## src/logic/lsb_regs.svh

```systemverilog
// Command codes, reset values, field positions and widths of the limit bank.
`ifndef LSB_REGS_SVH
`define LSB_REGS_SVH

`define LSB_CMD_CLEAR 8'h03
`define LSB_CMD_IOUT_WARN 8'h4a
`define LSB_CMD_OT_FAULT 8'h4f
`define LSB_CMD_OT_WARN 8'h51
`define LSB_CMD_VIN_OV 8'h57
`define LSB_CMD_VIN_UV 8'h58
`define LSB_CMD_PIN_OP 8'h6b
`define LSB_CMD_STAT_BYTE 8'h78
`define LSB_CMD_STAT_WORD 8'h79

`define LSB_LIM_W 12
`define LSB_PWR_W 15
`define LSB_RST_LIM_MAX 12'hfff
`define LSB_RST_LIM_MIN 12'h000
`define LSB_RST_PWR 15'h7fff

`define LSB_ST_RSVD7 7
`define LSB_ST_GATE 6
`define LSB_ST_RSVD5 5
`define LSB_ST_OC 4
`define LSB_ST_UV 3
`define LSB_ST_TEMP 2
`define LSB_ST_CML 1
`define LSB_ST_NONE 0

`define LSB_PIN_W 3
`define LSB_PIN_GATE 0
`define LSB_PIN_OC 1
`define LSB_PIN_UV 2

`endif

```

## src/logic/lsb_pkg.sv

```systemverilog
// Shared types of the limit and status bank.
`default_nettype none
`include "lsb_regs.svh"
package lsb_pkg;
	typedef logic [`LSB_PIN_W-1:0] lsb_pins_t;
	typedef struct packed {
		logic iout_oc;
		logic ot_fault;
		logic ot_warn;
		logic vin_ov;
		logic vin_uv;
		logic pin_op;
	} lsb_warn_t;
endpackage
`default_nettype wire

```

## src/logic/lsb_sync_if.sv

```systemverilog
// Carrier between the bank and its pin synchroniser.
`default_nettype none
interface lsb_sync_if;
	import lsb_pkg::*;
	lsb_pins_t raw;
	lsb_pins_t clean;
	modport bank (output raw, input clean);
	modport filt (input raw, output clean);
endinterface
`default_nettype wire

```

## src/logic/lsb_sync.sv

```systemverilog
// Three-stage synchroniser with agreement filter for the analog status pins.
`default_nettype none
module lsb_sync (
	input wire logic clk,
	input wire logic rst,
	lsb_sync_if.filt pins
);
	import lsb_pkg::*;

	typedef struct packed {
		lsb_pins_t s1;
		lsb_pins_t s2;
		lsb_pins_t s3;
		lsb_pins_t q;
	} lsb_sync_state_t;

	lsb_sync_state_t r;
	lsb_sync_state_t n;

	// A change is taken only when the second and third stages agree, so a
	// single metastable sample never reaches the status bits.
	always_comb begin
		n = r;
		n.s1 = pins.raw;
		n.s2 = r.s1;
		n.s3 = r.s2;
		n.q = (r.s3 & ~(r.s2 ^ r.s3)) | (r.q & (r.s2 ^ r.s3));
	end

	always_ff @(posedge clk) begin
		if (rst) begin
			r <= '0;
		end else begin
			r <= n;
		end
	end

	assign pins.clean = r.q;

	a_sync_agree: assert property (@(posedge clk) disable iff (rst)
		(r.q != $past(r.q)) |-> ($past(r.s2) == $past(r.s3)))
		else $error("Filtered pin changed without stage agreement.");
endmodule
`default_nettype wire

```

## src/logic/lsb_bank.sv

```systemverilog
// Limit registers and summary status byte of the hot swap power monitor.
//
// What this block does
// - Output current warning limit is a 12-bit read-write field, reset all ones.
// - Overtemperature fault limit is a 12-bit read-write field, reset maximum.
// - Overtemperature warning limit is a separate 12-bit field, reset maximum.
// - Input overvoltage warning limit is a 12-bit field, reset all ones.
// - Input undervoltage warning limit is a 12-bit field that resets to zero.
// - Input power warning limit is 15 bits, resets to maximum, top bit reads 0.
// - The four upper bits of every 12-bit limit always read as zero.
// - A one in the status byte marks a fault or warning; bits 7 and 5 read 0.
// - The low byte of the status word equals the status byte.
// - Status bit 6 follows the gate-drive-disabled pin live.
// - Status bit 4 latches when the overcurrent timer shuts the gate down.
// - Status bit 3 latches on a fault at the input low threshold pin.
// - Status bit 2 is high while any temperature status bit is active.
// - Status bit 1 latches on any communication error at the command port.
// - Clear faults drops latched bits except faults that are still active.
`default_nettype none
`include "lsb_regs.svh"
module lsb_bank (
	input wire logic clk,
	input wire logic rst,
	input wire logic cmd_valid,
	input wire logic cmd_write,
	input wire logic [7:0] cmd_code,
	input wire logic [15:0] cmd_wdata,
	input wire logic cmd_err,
	output logic rsp_valid,
	output logic [15:0] rsp_data,
	output logic rsp_unsup,
	input wire logic gate_drive_disabled_pin,
	input wire logic current_limit_latchoff_pin,
	input wire logic input_low_threshold_pin,
	input wire logic meas_valid,
	input wire logic [`LSB_LIM_W-1:0] meas_iout,
	input wire logic [`LSB_LIM_W-1:0] meas_temp,
	input wire logic [`LSB_LIM_W-1:0] meas_vin,
	input wire logic [`LSB_PWR_W-1:0] meas_pin,
	output logic [7:0] summary_status_byte,
	output lsb_pkg::lsb_warn_t warn_flags
);
	import lsb_pkg::*;

	// ****************************************************************
	// State
	// ****************************************************************
	typedef struct packed {
		logic [`LSB_LIM_W-1:0] iout_lim;
		logic [`LSB_LIM_W-1:0] otf_lim;
		logic [`LSB_LIM_W-1:0] otw_lim;
		logic [`LSB_LIM_W-1:0] vov_lim;
		logic [`LSB_LIM_W-1:0] vuv_lim;
		logic [`LSB_PWR_W-1:0] pin_lim;
		logic oc_lat;
		logic uv_lat;
		logic cml_lat;
		lsb_warn_t warn;
		logic [7:0] stat;
		logic rsp_v;
		logic [15:0] rsp_d;
		logic unsup;
	} lsb_bank_state_t;

	localparam lsb_bank_state_t LSB_RST = '{
		iout_lim: `LSB_RST_LIM_MAX,
		otf_lim: `LSB_RST_LIM_MAX,
		otw_lim: `LSB_RST_LIM_MAX,
		vov_lim: `LSB_RST_LIM_MAX,
		vuv_lim: `LSB_RST_LIM_MIN,
		pin_lim: `LSB_RST_PWR,
		default: '0
	};

	lsb_bank_state_t r;
	lsb_bank_state_t n;
	lsb_warn_t hit;
	logic is_rd;
	logic is_wr;
	logic clr;
	logic bad;
	lsb_pins_t pin_q;

	// ****************************************************************
	// Command decode
	// ****************************************************************
	function automatic logic lsb_is_limit(input logic [7:0] c);
		lsb_is_limit = (c == `LSB_CMD_IOUT_WARN) || (c == `LSB_CMD_OT_FAULT)
			|| (c == `LSB_CMD_OT_WARN) || (c == `LSB_CMD_VIN_OV)
			|| (c == `LSB_CMD_VIN_UV) || (c == `LSB_CMD_PIN_OP);
	endfunction

	function automatic logic lsb_is_status(input logic [7:0] c);
		lsb_is_status = (c == `LSB_CMD_STAT_BYTE)
			|| (c == `LSB_CMD_STAT_WORD);
	endfunction

	// ****************************************************************
	// Pin synchroniser
	// ****************************************************************
	lsb_sync_if pins_if ();

	// One process owns the whole raw vector, so it has a single driver.
	always_comb begin
		pins_if.raw = '0;
		pins_if.raw[`LSB_PIN_GATE] = gate_drive_disabled_pin;
		pins_if.raw[`LSB_PIN_OC] = current_limit_latchoff_pin;
		pins_if.raw[`LSB_PIN_UV] = input_low_threshold_pin;
	end
	assign pin_q = pins_if.clean;

	lsb_sync u_sync (
		.clk(clk),
		.rst(rst),
		.pins(pins_if.filt)
	);

	// ****************************************************************
	// Next state
	// ****************************************************************
	always_comb begin
		n = r;
		is_wr = cmd_valid && cmd_write;
		is_rd = cmd_valid && !cmd_write;
		clr = is_wr && (cmd_code == `LSB_CMD_CLEAR);
		// Status codes are read-only, so a write to them is refused too.
		bad = (is_wr && !lsb_is_limit(cmd_code) && !clr)
			|| (is_rd && !lsb_is_limit(cmd_code)
			&& !lsb_is_status(cmd_code));

		if (is_wr) begin
			case (cmd_code)
				`LSB_CMD_IOUT_WARN: n.iout_lim = cmd_wdata[`LSB_LIM_W-1:0];
				`LSB_CMD_OT_FAULT: n.otf_lim = cmd_wdata[`LSB_LIM_W-1:0];
				`LSB_CMD_OT_WARN: n.otw_lim = cmd_wdata[`LSB_LIM_W-1:0];
				`LSB_CMD_VIN_OV: n.vov_lim = cmd_wdata[`LSB_LIM_W-1:0];
				`LSB_CMD_VIN_UV: n.vuv_lim = cmd_wdata[`LSB_LIM_W-1:0];
				`LSB_CMD_PIN_OP: n.pin_lim = cmd_wdata[`LSB_PWR_W-1:0];
				default: ;
			endcase
		end

		// Comparisons use the limit as it stood before this cycle's write.
		hit.iout_oc = meas_valid && (meas_iout > r.iout_lim);
		hit.ot_fault = meas_valid && (meas_temp > r.otf_lim);
		hit.ot_warn = meas_valid && (meas_temp > r.otw_lim);
		hit.vin_ov = meas_valid && (meas_vin > r.vov_lim);
		hit.vin_uv = meas_valid && (meas_vin < r.vuv_lim);
		hit.pin_op = meas_valid && (meas_pin > r.pin_lim);

		// Monitor flags are always cleared; a later conversion re-raises
		// them. A set in the clearing cycle still wins.
		n.warn = lsb_warn_t'((r.warn & ~{$bits(lsb_warn_t){clr}}) | hit);
		// A still-active pin sets its bit again in the clearing cycle.
		n.oc_lat = (r.oc_lat && !clr) || pin_q[`LSB_PIN_OC];
		n.uv_lat = (r.uv_lat && !clr) || pin_q[`LSB_PIN_UV];
		n.cml_lat = (r.cml_lat && !clr) || cmd_err || bad;

		n.stat = '0;
		n.stat[`LSB_ST_GATE] = pin_q[`LSB_PIN_GATE];
		n.stat[`LSB_ST_OC] = n.oc_lat;
		n.stat[`LSB_ST_UV] = n.uv_lat;
		n.stat[`LSB_ST_TEMP] = n.warn.ot_fault || n.warn.ot_warn;
		n.stat[`LSB_ST_CML] = n.cml_lat;
		n.stat[`LSB_ST_NONE] = n.warn.iout_oc || n.warn.vin_ov
			|| n.warn.vin_uv || n.warn.pin_op;

		n.rsp_v = cmd_valid;
		n.unsup = bad;
		n.rsp_d = '0;
		if (is_rd) begin
			case (cmd_code)
				`LSB_CMD_IOUT_WARN: n.rsp_d = 16'(r.iout_lim);
				`LSB_CMD_OT_FAULT: n.rsp_d = 16'(r.otf_lim);
				`LSB_CMD_OT_WARN: n.rsp_d = 16'(r.otw_lim);
				`LSB_CMD_VIN_OV: n.rsp_d = 16'(r.vov_lim);
				`LSB_CMD_VIN_UV: n.rsp_d = 16'(r.vuv_lim);
				`LSB_CMD_PIN_OP: n.rsp_d = 16'(r.pin_lim);
				`LSB_CMD_STAT_BYTE: n.rsp_d = 16'(r.stat);
				`LSB_CMD_STAT_WORD: n.rsp_d = 16'(r.stat);
				default: n.rsp_d = '0;
			endcase
		end
	end

	always_ff @(posedge clk) begin
		if (rst) begin
			r <= LSB_RST;
		end else begin
			r <= n;
		end
	end

	// ****************************************************************
	// Outputs
	// ****************************************************************
	assign rsp_valid = r.rsp_v;
	assign rsp_data = r.rsp_d;
	assign rsp_unsup = r.unsup;
	assign summary_status_byte = r.stat;
	assign warn_flags = r.warn;

	// ****************************************************************
	// Checks
	// ****************************************************************
	a_iout_lim_write: assert property (@(posedge clk) disable iff (rst)
		(is_wr && cmd_code == `LSB_CMD_IOUT_WARN)
		|=> r.iout_lim == $past(cmd_wdata[`LSB_LIM_W-1:0]))
		else $error("Current warning limit did not take the write.");

	a_otf_lim_reset: assert property (@(posedge clk)
		$past(rst) |-> r.otf_lim == `LSB_RST_LIM_MAX)
		else $error("Temperature fault limit reset value wrong.");

	a_otw_lim_write: assert property (@(posedge clk) disable iff (rst)
		(is_wr && cmd_code == `LSB_CMD_OT_WARN)
		|=> r.otw_lim == $past(cmd_wdata[`LSB_LIM_W-1:0])
		&& r.otf_lim == $past(r.otf_lim))
		else $error("Temperature warning limit write wrong.");

	a_vov_lim_reset: assert property (@(posedge clk)
		$past(rst) |-> r.vov_lim == `LSB_RST_LIM_MAX)
		else $error("Input overvoltage limit reset value wrong.");

	a_vuv_lim_reset: assert property (@(posedge clk)
		$past(rst) |-> r.vuv_lim == `LSB_RST_LIM_MIN)
		else $error("Input undervoltage limit reset value wrong.");

	a_pin_lim_read: assert property (@(posedge clk) disable iff (rst)
		(is_rd && cmd_code == `LSB_CMD_PIN_OP)
		|=> rsp_valid && !rsp_data[15]
		&& rsp_data[`LSB_PWR_W-1:0] == $past(r.pin_lim))
		else $error("Power limit read returned wrong data.");

	a_lim_upper_zero: assert property (@(posedge clk) disable iff (rst)
		(is_rd && lsb_is_limit(cmd_code) && cmd_code != `LSB_CMD_PIN_OP)
		|=> rsp_data[15:`LSB_LIM_W] == '0)
		else $error("Upper bits of a limit read were not zero.");

	a_stat_reserved: assert property (@(posedge clk) disable iff (rst)
		!summary_status_byte[`LSB_ST_RSVD7]
		&& !summary_status_byte[`LSB_ST_RSVD5])
		else $error("Reserved status bit was set.");

	a_word_low_byte: assert property (@(posedge clk) disable iff (rst)
		(is_rd && cmd_code == `LSB_CMD_STAT_WORD)
		|=> rsp_data[7:0] == $past(summary_status_byte))
		else $error("Status word low byte differs from status byte.");

	a_gate_live: assert property (@(posedge clk) disable iff (rst)
		summary_status_byte[`LSB_ST_GATE] == $past(pin_q[`LSB_PIN_GATE]))
		else $error("Gate off bit does not follow the pin.");

	a_oc_latch: assert property (@(posedge clk) disable iff (rst)
		(pin_q[`LSB_PIN_OC] || (summary_status_byte[`LSB_ST_OC] && !clr))
		|=> summary_status_byte[`LSB_ST_OC])
		else $error("Overcurrent latch-off bit did not latch.");

	a_uv_latch: assert property (@(posedge clk) disable iff (rst)
		(pin_q[`LSB_PIN_UV] ##1 !clr) |=> summary_status_byte[`LSB_ST_UV])
		else $error("Undervoltage fault bit did not latch.");

	a_temp_summary: assert property (@(posedge clk) disable iff (rst)
		summary_status_byte[`LSB_ST_TEMP]
		== (warn_flags.ot_fault || warn_flags.ot_warn))
		else $error("Temperature summary bit disagrees with flags.");

	a_cml_latch: assert property (@(posedge clk) disable iff (rst)
		(cmd_err || bad) |=> summary_status_byte[`LSB_ST_CML]
		&& rsp_unsup == $past(bad))
		else $error("Communication error bit did not latch.");

	a_clear_faults: assert property (@(posedge clk) disable iff (rst)
		(clr && !pin_q[`LSB_PIN_OC] && !cmd_err)
		|=> !summary_status_byte[`LSB_ST_OC]
		&& !summary_status_byte[`LSB_ST_CML])
		else $error("Clear faults left an inactive bit set.");

	a_over_warn: assert property (@(posedge clk) disable iff (rst)
		(meas_valid && meas_temp > r.otw_lim) |=> warn_flags.ot_warn
		&& summary_status_byte[`LSB_ST_TEMP])
		else $error("Temperature warning missed an over-limit sample.");

	a_under_warn: assert property (@(posedge clk) disable iff (rst)
		(meas_valid && meas_vin < r.vuv_lim) |=> warn_flags.vin_uv)
		else $error("Undervoltage warning missed an under-limit sample.");

	a_vuv_lim_write: assert property (@(posedge clk) disable iff (rst)
		(is_wr && cmd_code == `LSB_CMD_VIN_UV)
		|=> r.vuv_lim == $past(cmd_wdata[`LSB_LIM_W-1:0]))
		else $error("Undervoltage limit did not take the write.");

	a_pwr_lim_write: assert property (@(posedge clk) disable iff (rst)
		(is_wr && cmd_code == `LSB_CMD_PIN_OP)
		|=> r.pin_lim == $past(cmd_wdata[`LSB_PWR_W-1:0]))
		else $error("Power limit did not take the write.");

	a_refused_keeps: assert property (@(posedge clk) disable iff (rst)
		bad |=> rsp_data == '0 && r.iout_lim == $past(r.iout_lim)
		&& r.pin_lim == $past(r.pin_lim) && r.vuv_lim == $past(r.vuv_lim))
		else $error("Refused command changed a limit or returned data.");

	a_uv_clear: assert property (@(posedge clk) disable iff (rst)
		(clr && !pin_q[`LSB_PIN_UV])
		|=> !summary_status_byte[`LSB_ST_UV])
		else $error("Clear faults left an inactive undervoltage bit.");

	a_warn_clear: assert property (@(posedge clk) disable iff (rst)
		(clr && !meas_valid)
		|=> warn_flags == '0)
		else $error("Clear faults left a monitor warning set.");

	a_stat_other: assert property (@(posedge clk) disable iff (rst)
		summary_status_byte[`LSB_ST_NONE] == (warn_flags.iout_oc
		|| warn_flags.vin_ov || warn_flags.vin_uv || warn_flags.pin_op))
		else $error("Other-warning status bit disagrees with flags.");
endmodule
`default_nettype wire

```

## config.mk

```make
export PLATFORM = sky130hd
export DESIGN_NAME = lsb_bank
export DESIGN_NICKNAME = d
export VERILOG_FILES = /design/src/logic/lsb_pkg.sv /design/src/logic/lsb_sync_if.sv /design/src/logic/lsb_sync.sv /design/src/logic/lsb_bank.sv
export VERILOG_INCLUDE_DIRS = /design/src /design/src/logic
export SDC_FILE = /design/constraint.sdc
export NUM_CORES = 1
export LEC_CHECK = 0
export BUFFER_PORTS_ARGS = -buffer_cell sky130_fd_sc_hd__buf_2
export CAP_MARGIN = 40
export CORE_ASPECT_RATIO = 0.5
export CORE_MARGIN = 1.5
export CORE_UTILIZATION = 50
export CTS_BUF_LIST = sky130_fd_sc_hd__clkbuf_4
export DETAILED_ROUTE_END_ITERATION = 12
export GPL_TIMING_DRIVEN = 0
export PLACE_DENSITY = 0.82
export SYNTH_ARGS = -nofsm -noshare
export SYNTH_HDL_FRONTEND = slang
export SYNTH_SLANG_ARGS = --single-unit
```

## constraint.sdc

```tcl
create_clock -name clk -period 2 [get_ports clk]
set_input_delay 0.4 -clock clk [delete_from_list [all_inputs] [get_ports clk]]
set_output_delay 0.4 -clock clk [all_outputs]
set_load 0.02 [all_outputs]
```

## Word-level counts from Yosys, hierarchy flattened

Index checks and enable logic that the tools add are counted.

| storage, ports and cells | value |
|---|---|
| word-level logic and storage cells | 92 |
| input bits | 84 |
| bits in registers | 122 |

| operators by class | value |
|---|---|
| $lt $le $gt $ge | 6 |
| equal/unequal tests | 9 |
| reduce and logical (&&, ||, !) cells | 43 |
| bitwise logic cells | 9 |
| muxes and demuxes | 1 |

Operator list:

| cell | number |
|---|---|
| $pmux W15 S7 | 1 |
| $eq A8 B7 Y1 const B | 8 |
| $gt A12 B12 Y1 | 4 |
| $logic_and A1 B1 Y1 | 16 |
| $gt A15 B15 Y1 | 1 |
| $logic_or A1 B1 Y1 | 15 |
| $lt A12 B12 Y1 | 1 |
| $reduce_and A2 Y1 | 6 |
| $eq A8 B2 Y1 const B | 1 |
| $and A3 B3 Y3 | 2 |
| $and A6 B6 Y6 | 1 |
| $not A6 Y6 | 1 |
| $or A6 B6 Y6 | 1 |
| $logic_not A1 Y1 | 4 |
| $reduce_or A2 Y1 | 2 |
| $not A3 Y3 | 1 |
| $or A3 B3 Y3 | 1 |
| $xor A3 B3 Y3 | 1 |
| $not A1 Y1 | 1 |

## Depth between registers and ports, before layout

Gate-level depths: netlist of the first run.

| depth | value |
|---|---|
| depth after elaboration | 11 |
| gate-level depth with buffers | 9 |

## Modules after synthesis

Synthesis of the first run repeated with hierarchy kept, for this count alone.

| second synthesis, totals | value |
|---|---|
| cell total of the unflattened synthesis | 755 |
| area total of the unflattened synthesis | 6392.4 µm² |

By module, submodules not included:

| module | cells each | area each (µm²) | instances |
|---|---|---|---|
| lsb_bank | 721 | 5982.0 | 1 |
| lsb_sync | 34 | 410.4 | 1 |

## Least setup slack after synthesis of the first run

Ideal clock, no wire load.

| timing | value |
|---|---|
| path type | input port to flip-flop |
| start | input port cmd_code[3] |
| end | register r (netlist bit rsp_data[1]) |
| cell stages on the path | 7 |
| arrival time | 1998 ps |
| setup slack | -72 ps |
| setup time | 74 ps |
| buffers on the path | 2 |
| path through | buf_4 inv_2 or4_4 or2_0 a2111o_1 buf_6 a31oi_2 |

| between the ends | value |
|---|---|
| cells in the longest elaborated chain, start to end | 3 |

Ends and longest elaborated chain:

| element | RTL line | source |
|---|---|---|
| from (decl) | lsb_bank.sv:26 | `input wire logic [7:0] cmd_code,` |
| $eq A8 B7 Y1 | lsb_bank.sv:172 | `case (cmd_code)` |
| $reduce_or A2 Y1 (no line) | - |  |
| $pmux W15 S7 * | lsb_bank.sv:172 |  |
| to (signal assigned) | lsb_bank.sv:190 | `r <= n;` |
| to (decl) | lsb_bank.sv:75 | `lsb_bank_state_t r;` |

Every way passes the cells marked *; elsewhere a longest branch is shown, timed or not.
A chain may end at the register's enable or synchronous reset.

## Worst setup path after layout of the first run

| timing | value |
|---|---|
| start | register r[107] (netlist name) |
| end | register r (netlist bit summary_status_byte[0]) |

| between the ends | value |
|---|---|
| cells in the longest elaborated chain, start to end | 6 |

Ends and longest elaborated chain:

| element | RTL line | source |
|---|---|---|
| $gt A12 B12 Y1 | lsb_bank.sv:144 | `hit.iout_oc = meas_valid && (meas_iout > r.iout_lim);` |
| $logic_and A1 B1 Y1 | lsb_bank.sv:144 |  |
| $or A6 B6 Y6 | lsb_bank.sv:153 | `n.warn = lsb_warn_t'((r.warn & ~{$bits(lsb_warn_t){clr}}) \| hit);` |
| $logic_or A1 B1 Y1 | lsb_bank.sv:165 | `` n.stat[`LSB_ST_NONE] = n.warn.iout_oc \|\| n.warn.vin_ov `` |
| $logic_or A1 B1 Y1 (2 in a row) | lsb_bank.sv:166 | `\|\| n.warn.vin_uv \|\| n.warn.pin_op;` |

No other way between the ends.

==> results.yml, run 1 <==
run_status:
  status: "finished with violations"
  violations: "setup timing"
hold_path:
  holdPathEnd: "u_sync.n[6]"
  hp-start: "gate_drive_disabled_pin"
  hold_path_class: "input pin to flip-flop"
  holdPathStages: 2
final_layout:
  fin_area_sq_mm: 0.00810
  drive_gt1_share_pct: 29.7
  insertedDiodeCount: 0
  fin_nets: 1071
  fin_util_pct: 63.2
  syn2layout_area_growth_pct: 21.8
  mostFrequentLayoutCells: "121 x buf_2, 93 x dfxtp_1, 82 x nand2_1"
  final_common_cell: "buf_2"
power_and_ir_drop:
  leakage_nw: 3.93
  switching_share_pct: 27.7
  internal-power_mw: 3.53
  switchingPower_mw: 1.35
  ir_drop_mv: 0.358
  fin_total_pwr_mw: 4.89
  p_comb_share_pct: 9.6
  clkPwrFrac_pct: 42.7
  power.density_mw_per_mm2: 604
  power.share.sequential_pct: 47.8
route:
  wl_microns: 21100
  postRouteAntennaNets: 0
  wl_per_cell_microns: 19.3
  vias_per_cell: 5.77
  drc: 0
  vias: 6323
  drt_iter0_drc: 720
  drt_first_pass_iters: 7
timing:
  final_hold_viol_count: 0
  skew_ps: 17.5
  setup_viol: 1
  fmax_mhz: 449
  min_period_over_period_pct: 111
  slew_headroom_pct: 51.5
  timing.final.ws_setup_ps: -229
  tightest_slew_ps: 727
  post-route-min-period_ps: 2230
  slew_violations: 0
  rsz0062_at_grt: "true"
clocking:
  cts_hold_buf: 0
  clock_path_buffers: 2
  clk_latency_ps: 550
  cts_max_level: 4
  cts_buffers: 17
  cts_tree: "yes"
  cts_root_buf: "clkbuf_4"
  clkTransAtPathRegs_ps: 130
  clock_sinks: 116
floorplanning:
  pin_count: 116
  fp.dieArea_sq_mm: 0.0140
  coreArea_sq_mm: 0.0128
  placementRows: 29
  initial_utilization_pct: 51.9
  fp.dieH_microns: 84.5
  dieWidth_microns: 166
placement:
  placed_cell_area_sq_mm: 0.00744
  place.gp.congestion: 0.981
  port_buffers: 108
  dp_slack_ps: -808
  hpwl_microns: 16200
worst_setup_path:
  arrival_ps: 2660
  crit_type: "flip-flop to flip-flop"
  crit_buf_inv: 1
  max_stage_delay_ps: 510
  worstPathRequired_ps: 2430
  slowest_stage: "or4_1"
  r2r_slack_ps: -230
  crit_chain: "inv_1 > ha_1 > nand4_1 > or2_4 > o21a_1 > o31ai_4 > a21oi_2 > or4_1"
  endpoint_kind: "flip-flop"
  cpLargestDelayFamily: "simple AND/OR/NAND/NOR gates"
  reg2reg_to: "summary_status_byte[0]"
  timing.rr.start: "r[107]"
  path_max_fanout: 2
  start_kind: "flip-flop"
  r2r_cells: 8
yosys:
  synth-edff-count: 0
  yosys.area.top_type: "dfxtp_1"
  synth_flop_cell: "dfxtp_1"
  synth-warning-count: 0
  synthCells: 772
  synth.distinct_cells: 59
  syn_area_sq_mm: 0.00665
  ys_seq_area_share_pct: 34.9
  avgSynthCellArea_sq_um: 8.61
  netlist_top_cells_area: "dfxtp_1 35%, ha_1 14%, nand2_1 4.6%"
  synth_top_area_share_pct: 34.9
  synth-seq-cells: 116
  async_reset_ff_share_pct: 0
grt:
  grt_usage_pct: 29.7
  antenna_found_initial: 0
  grt_pass1_vias: 5946
  overflow: 0
  grt_pass1_wl_microns: 31500
  grt_max_degree: 17
flow_run:
  maxCapViolCount: 0
## cells by family after synthesis
family / Yosys count / synth area share [%]
and+or+nand+nor: 240 / 19.0
AOI/OAI and AO/OA: 179 / 19.5
buffers and inverters: 149 / 10.6
DFF: 116 / 34.9
adders and majority gates: 74 / 13.9
muxes: 12 / 1.81
other: 1 / 0.0564
xor gates and xnor gates: 1 / 0.132
## power groups by stage
| stage | Clock, mW | Sequential [mW] | Combinational (mW) |
|---|---|---|---|
| final | 2.09 | 2.34 | 0.467 |
| after floorplan | 0 | 2.39 | 0.217 |
| after CTS | 2.08 | 2.34 | 0.435 |
| after global placement | 0 | 2.39 | 0.413 |
| after detailed placement | 0 | 2.39 | 0.427 |
| after global routing | 2.20 | 2.34 | 0.501 |
## per-stage QoR
step	hold WS (ps)	instances	setup TNS, ps
3_5_place_dp	425	1052	-32900
2_1_floorplan	414	774	-338
6_report	56.1	1096	-229
3_3_place_gp	418	1052	-29980
5_1_grt	23.6	1096	-290
4_1_cts	54.5	1085	-188
## cell type report
| type | instances | area (sq um) |
|---|---|---|
| buffer | 65 | 404 |
| multi-input combinational | 509 | 3830 |
| sequential | 116 | 2350 |
| clock buffer | 17 | 128 |
| inverter | 83 | 314 |
| clock inverter | 15 | 215 |
| tap | 170 | 213 |
| timing repair buffer | 121 | 638 |
| fill | 1079 | 4710 |
## worst reg2reg max path, cell delays in order, from the launching register on
cell and delay, ps:
dfxtp_2 360, inv_1 70, ha_1 310, nand4_1 170, or2_4 300, o21a_1 210, o31ai_4 90, a21oi_2 110
or4_1 510
## cells in the mapped netlist (all sizes together), types with 18 or more instances
library cell / instances
a211o: 35
a21oi: 58
buf: 48
clkbuf: 18
dfxtp: 116
ha: 74
inv: 83
nand2: 82
nand3b: 18
nor2: 53
## layer usage
metal	track usage [%]	vias up	wire length, microns
li1	-	2961	-
met1	39.9	2931	9080
met2	43.7	368	8720
met3	10.5	63	2730
met4	11.4	0	609
met5	0	-	0
## what timing repair did
item                                    CTS  global route
buffers inserted                          1            12
pin swaps                                 8            19
gates resized for setup                  12            45
endpoints found under the setup margin   12            15
## worst max-delay path by stage
stage | end | start | slack [ps] | cells after the start
finish | summary_status_byte[0] | r[107] | -230 | 8
global route | summary_status_byte[0] | r[106] | -280 | 8
CTS | summary_status_byte[0] | r[99] | -190 | 8
detailed placement | rsp_data[0] | cmd_code[0] | -810 | 8
global placement | rsp_data[0] | cmd_code[0] | -770 | 8
floorplan | rsp_data[1] | cmd_code[3] | -60 | 7
## sequential cells by signal, summed over array words and instances, names as in the netlist, named ones only
| signal | count |
|---|---|
| u_sync.r | 3 |
| rsp_unsup | 1 |
| r | 75 |
| rsp_valid | 1 |
| warn_flags | 6 |
| rsp_data | 15 |
| summary_status_byte | 6 |
| u_sync.n | 6 |
Power figures use the tool's default switching activity.
==> run 2, diff against run 1 <==
--- a/config.mk
+++ b/config.mk
@@ -12,9 +12,11 @@
 export CORE_MARGIN = 1.5
 export CORE_UTILIZATION = 50
 export CTS_BUF_LIST = sky130_fd_sc_hd__clkbuf_4
+export CTS_CLUSTER_DIAMETER = 80
 export DETAILED_ROUTE_END_ITERATION = 12
 export GPL_TIMING_DRIVEN = 0
-export PLACE_DENSITY = 0.82
+export PLACE_DENSITY_LB_ADDON = 0.25
+export SETUP_SLACK_MARGIN = 0.4
 export SYNTH_ARGS = -nofsm -noshare
 export SYNTH_HDL_FRONTEND = slang
 export SYNTH_SLANG_ARGS = --single-unit
==> results.yml, run 2 (synthesized netlist as in run 1, its figures left out) <==
worst_setup_path:
  timing.rr.start: "r[105]"
  arrival_ps: 2540
  crit_chain: "inv_1 > ha_4 > nand4_1 > or2_4 > o21a_1 > o31ai_4 > a21oi_2 > or4_1"
  slowest_stage: "or4_1"
  worstPathRequired_ps: 2470
  crit_cells: 8
  max_stage_delay_ps: 470
  start_kind: "flip-flop"
  r2r_slack_ps: -70
  crit_buf_inv: 1
  crit_type: "flip-flop to flip-flop"
  reg2reg_to: "summary_status_byte[0]"
  endpoint_kind: "flip-flop"
  path_max_fanout: 3
  cpLargestDelayFamily: "simple AND/OR/NAND/NOR gates"
  r2r_cells: 8
  crit_start: "r[105]"
  endpoint: "summary_status_byte[0]"
route:
  drt_first_pass_iters: 6
  wl_per_cell_microns: 21.4
  vias_per_cell: 5.96
  drc: 0
  vias: 6931
  wl_microns: 24900
  drt_iter0_drc: 1030
  postRouteAntennaNets: 0
power_and_ir_drop:
  power.density_mw_per_mm2: 498
  leakage_nw: 4.36
  fin_total_pwr_mw: 4.72
  switching_share_pct: 29.9
  ir_drop_mv: 0.388
  p_comb_share_pct: 12.2
  power.share.sequential_pct: 49.3
  clkPwrFrac_pct: 38.5
  internal-power_mw: 3.31
  switchingPower_mw: 1.41
clocking:
  cts_max_level: 4
  clk_latency_ps: 570
  cts_tree: "yes"
  cts_root_buf: "clkbuf_4"
  clock_path_buffers: 2
  clock_sinks: 116
  cts_buffers: 17
  cts_hold_buf: 0
  clkTransAtPathRegs_ps: 130
final_layout:
  mostFrequentLayoutCells: "104 x buf_2, 93 x buf_4, 62 x nand2_1"
  final_common_cell: "buf_2"
  largest_reg_flops: 75
  syn2layout_area_growth_pct: 42.6
  final_cells: 1163
  drive_gt1_share_pct: 48.2
  fin_nets: 1137
  top_register: "r"
timing:
  setup_tns_ps: -73.0
  slew_violations: 0
  min_period_over_period_pct: 104
  final_hold_viol_count: 0
  slew_headroom_pct: 53.9
  setup_viol: 1
  tightest_slew_ps: 691
  timing.final.ws_setup_ps: -73.0
  rsz0062_at_grt: "true"
  fmax_mhz: 482
  timing.hold.ws_ps: 25.1
  post-route-min-period_ps: 2070
  skew_ps: 25.4
grt:
  overflow: 0
  antenna_found_initial: 0
  grt_max_degree: 17
  grt_usage_pct: 33.0
  grt_pass1_vias: 6302
  grt_pass1_wl_microns: 34600
placement:
  dp_slack_ps: -851
  port_buffers: 108
  place.gp.congestion: 0.966
  hpwl_microns: 16400
  dpl.cell_count: 1052
floorplanning:
  fp.dieH_microns: 84.5
  initial_utilization_pct: 51.9
  coreArea_sq_mm: 0.0128
  pin_count: 116
  dieWidth_microns: 166
  fp.dieArea_sq_mm: 0.0140
  placementRows: 29
flow_run:
  maxCapViolCount: 0
run_status:
  violations: "setup timing"
  status: "finished with violations"
hold_path:
  hold_path_class: "input pin to flip-flop"
run 2: cell types whose count changed in the layout (fill, tap and decap cells not counted), sizes merged:
cell	change
clkbuf	+2
bufinv	-2
clkinv	+3
diode	+1
buf	+64
inv	-2
clkinvlp	+1
run 2: metal layers:
layer | GRT usage (%) | part of all wire [%] | vias up
li1 | - | - | 3099
met1 | 46.0 | 40 | 3262
met5 | 0 | 0 | -
met3 | 7.36 | 13 | 86
met2 | 50.0 | 43 | 484
met4 | 12.0 | 3.5 | 0
run 2: worst min path at each step:
| stage | depth (start not counted) | slack, ps | startpoint | to |
|---|---|---|---|---|
| after detailed placement | 1 | 420 | u_sync.n[6] | u_sync.n[3] |
| after floorplan | 1 | 410 | u_sync.n[6] | u_sync.n[3] |
| final | 2 | 30 | current_limit_latchoff_pin | u_sync.n[7] |
| after global routing | 2 | 5 | current_limit_latchoff_pin | u_sync.n[7] |
| after global placement | 1 | 420 | u_sync.n[6] | u_sync.n[3] |
| after CTS | 2 | 40 | current_limit_latchoff_pin | u_sync.n[7] |
run 2: final cells by class:
type / instances / area [sq um]
buffer: 66 / 548
multi-input combinational: 509 / 4430
clock inverter: 15 / 154
clock buffer: 17 / 128
inverter: 83 / 319
fill: 925 / 3330
timing repair buffer: 186 / 1270
antenna: 1 / 2.50
tap: 170 / 213
sequential: 116 / 2410
run 2: per-stage QoR:
| step | util [%] | area (sq um) |
|---|---|---|
| after floorplan | - | 6740 |
| after global placement | 58.5 | 7490 |
| after detailed placement | 58.5 | 7490 |
| after CTS | 68.3 | 8750 |
| after global routing | 74.0 | 9480 |
| final | 74.0 | 9480 |
run 2: power groups by stage:
stage	sequential [mW]	combinational [mW]	clock, mW
detailed placement	2.39	0.437	0
global placement	2.39	0.425	0
CTS	2.33	0.490	1.78
floorplan	2.39	0.218	0
finish	2.33	0.574	1.82
global route	2.33	0.604	1.93
run 2: repair_timing:
action | in CTS | in global routing
buffers inserted | 46 | 28
resized for setup | 152 | 134
hold endpoints to repair | 0 | 0
cloned | 3 | 1
setup endpoints to repair | 81 | 95
pin swaps | 39 | 63
==> run 3, diff against run 2 <==
==> constraint.sdc (replaced) <==
create_clock -name clk -period 1.85 [get_ports clk]
set_input_delay 0.185 -clock clk [delete_from_list [all_inputs] [get_ports clk]]
set_output_delay 0.185 -clock clk [all_outputs]
set_load 0.02 [all_outputs]
==> results.yml, run 3 (synthesized netlist as in run 1, its figures left out) <==
worst_setup_path:
  crit_chain: "inv_1 > ha_1 > nand2_1 > o21ai_1 > a211oi_1 > o21ai_2 > a31o_1 > or4_1"
  start_kind: "flip-flop"
  endpoint_kind: "flip-flop"
  crit_cells: 8
  worstPathRequired_ps: 2280
  crit_type: "flip-flop to flip-flop"
  arrival_ps: 2650
  r2r_cells: 8
  crit_buf_inv: 1
  slowest_stage: "dfxtp_1"
  r2r_slack_ps: -370
  crit_start: "r[36]"
  endpoint: "summary_status_byte[0]"
  reg2reg_to: "summary_status_byte[0]"
  max_stage_delay_ps: 450
  path_max_fanout: 3
  cpLargestDelayFamily: "compound AO/OA/AOI/OAI gates"
  timing.rr.start: "r[36]"
clocking:
  clock_sinks: 116
  cts_max_level: 4
  cts_buffers: 17
  clk_latency_ps: 550
  clkTransAtPathRegs_ps: 130
  clock_path_buffers: 2
  cts_root_buf: "clkbuf_4"
  cts_tree: "yes"
timing:
  tightest_slew_ps: 582
  slew_violations: 0
  fmax_mhz: 451
  min_period_over_period_pct: 120
  final_hold_viol_count: 0
  timing.final.ws_setup_ps: -367
  skew_ps: 10.9
  post-route-min-period_ps: 2220
  rsz0062_at_grt: "true"
  slew_headroom_pct: 61.2
  setup_viol: 1
floorplanning:
  dieWidth_microns: 166
  placementRows: 29
  fp.dieH_microns: 84.5
  initial_utilization_pct: 51.9
  fp.dieArea_sq_mm: 0.0140
  pin_count: 116
  coreArea_sq_mm: 0.0128
hold_path:
  hold_path_class: "input pin to flip-flop"
final_layout:
  n_fill_cell: 926
  fin_util_pct: 72.4
  syn2layout_area_growth_pct: 39.4
  largest_reg_flops: 75
  top_register: "r"
  mostFrequentLayoutCells: "110 x buf_2, 86 x buf_4, 80 x nand2_1"
  final_cells: 1162
  fin_nets: 1137
  fin_area_sq_mm: 0.00927
  insertedDiodeCount: 0
  drive_gt1_share_pct: 42.9
  final_common_cell: "buf_2"
grt:
  grt.busiest_layer: "met2"
  gr-usage-met2_pct: 46.5
  grt_pass1_wl_microns: 32900
  grtUsageMet1_pct: 42.7
  grtUsageMet3_pct: 11.4
  overflow: 0
  grt_usage_pct: 31.3
  grt_pass1_vias: 6007
  antenna_found_initial: 0
  grt_max_degree: 17
placement:
  hpwl_microns: 16100
  placed_cell_area_sq_mm: 0.00766
  dpl.cell_count: 1052
  port_buffers: 108
  place.gp.congestion: 1.03
power_and_ir_drop:
  ir_drop_mv: 0.382
  leakage_nw: 4.25
  power.density_mw_per_mm2: 570
route:
  vias_per_cell: 5.70
  wl_microns: 22900
  drc: 0
  postRouteAntennaNets: 0
  drt_first_pass_iters: 5
  drt_iter0_drc: 751
  vias: 6619
  wl_per_cell_microns: 19.7
run_status:
  status: "finished with violations"
  violations: "setup timing"
flow_run:
  maxCapViolCount: 0
[run 3: cell count changes in the layout (fill, tap and decap cells not counted), sizes merged]
| cell | change |
|---|---|
| buf | -21 |
| bufinv | +1 |
| clkinv | -3 |
| inv | +2 |
| dlygate4sd3 | +21 |
| diode | -1 |
[run 3: worst reg2reg max path, cell delays in order (launching register included)]
cell	delay, ps
dfxtp_1	450
inv_1	70
ha_1	290
nand2_1	60
o21ai_1	60
a211oi_1	390
o21ai_2	110
a31o_1	230
or4_1	450
[run 3: report_power, final]
group	internal (mW)	switching [mW]	leakage [nW]	total, mW
Clock	0.976	1.18	0.166	2.15
Sequential	2.50	0.0114	0.924	2.51
Combinational	0.272	0.348	3.16	0.620
Total	3.75	1.54	4.25	5.28
[run 3: how the worst min path moves through the flow]
stage / startpoint / end / depth (start not counted)
after floorplan: cmd_wdata[1] / r[63] / 1
after global placement: current_limit_latchoff_pin / u_sync.n[7] / 2
after detailed placement: cmd_wdata[12] / r[47] / 3
after CTS: rst / warn_flags[2] / 2
after global routing: cmd_write / rsp_data[13] / 3
final: rst / warn_flags[2] / 2
[run 3: cell type report]
cell class	instances	area, sq um	area share, %
multi-input combinational	509	4270	46.1
sequential	116	2430	26.2
timing repair buffer	186	1220	13.1
buffer	66	495	5.35
inverter	83	319	3.44
tap	170	213	2.30
clock inverter	15	195	2.11
clock buffer	17	128	1.38
[run 3: timing repair]
item                                    4_1_cts  5_1_grt
pin swaps                                    40       23
buffers inserted                             41       15
cloned                                        0        1
endpoints found under the setup margin       33       39
hold endpoints to repair                     34        0
resized for setup                            81       82
hold buffers                                 21        0
[run 3: through the flow]
stage               setup slack (ps)  power [mW]  setup TNS (ps)  hold WS [ps]
floorplan                      -99.9        2.83            -107           303
global placement                -671        3.06           -8400           392
detailed placement              -725        3.07           -9980           410
CTS                             -278        5.23            -278          15.7
global route                    -480        5.45            -492          14.7
finish                          -367        5.28            -367          23.1
[run 3: routing by layer]
layer  wire (microns)  vias to the layer above
met1            10000                     3113
met5                0                        -
li1                 -                     3097
met4              473                        0
met3             2770                       54
met2             9700                      355
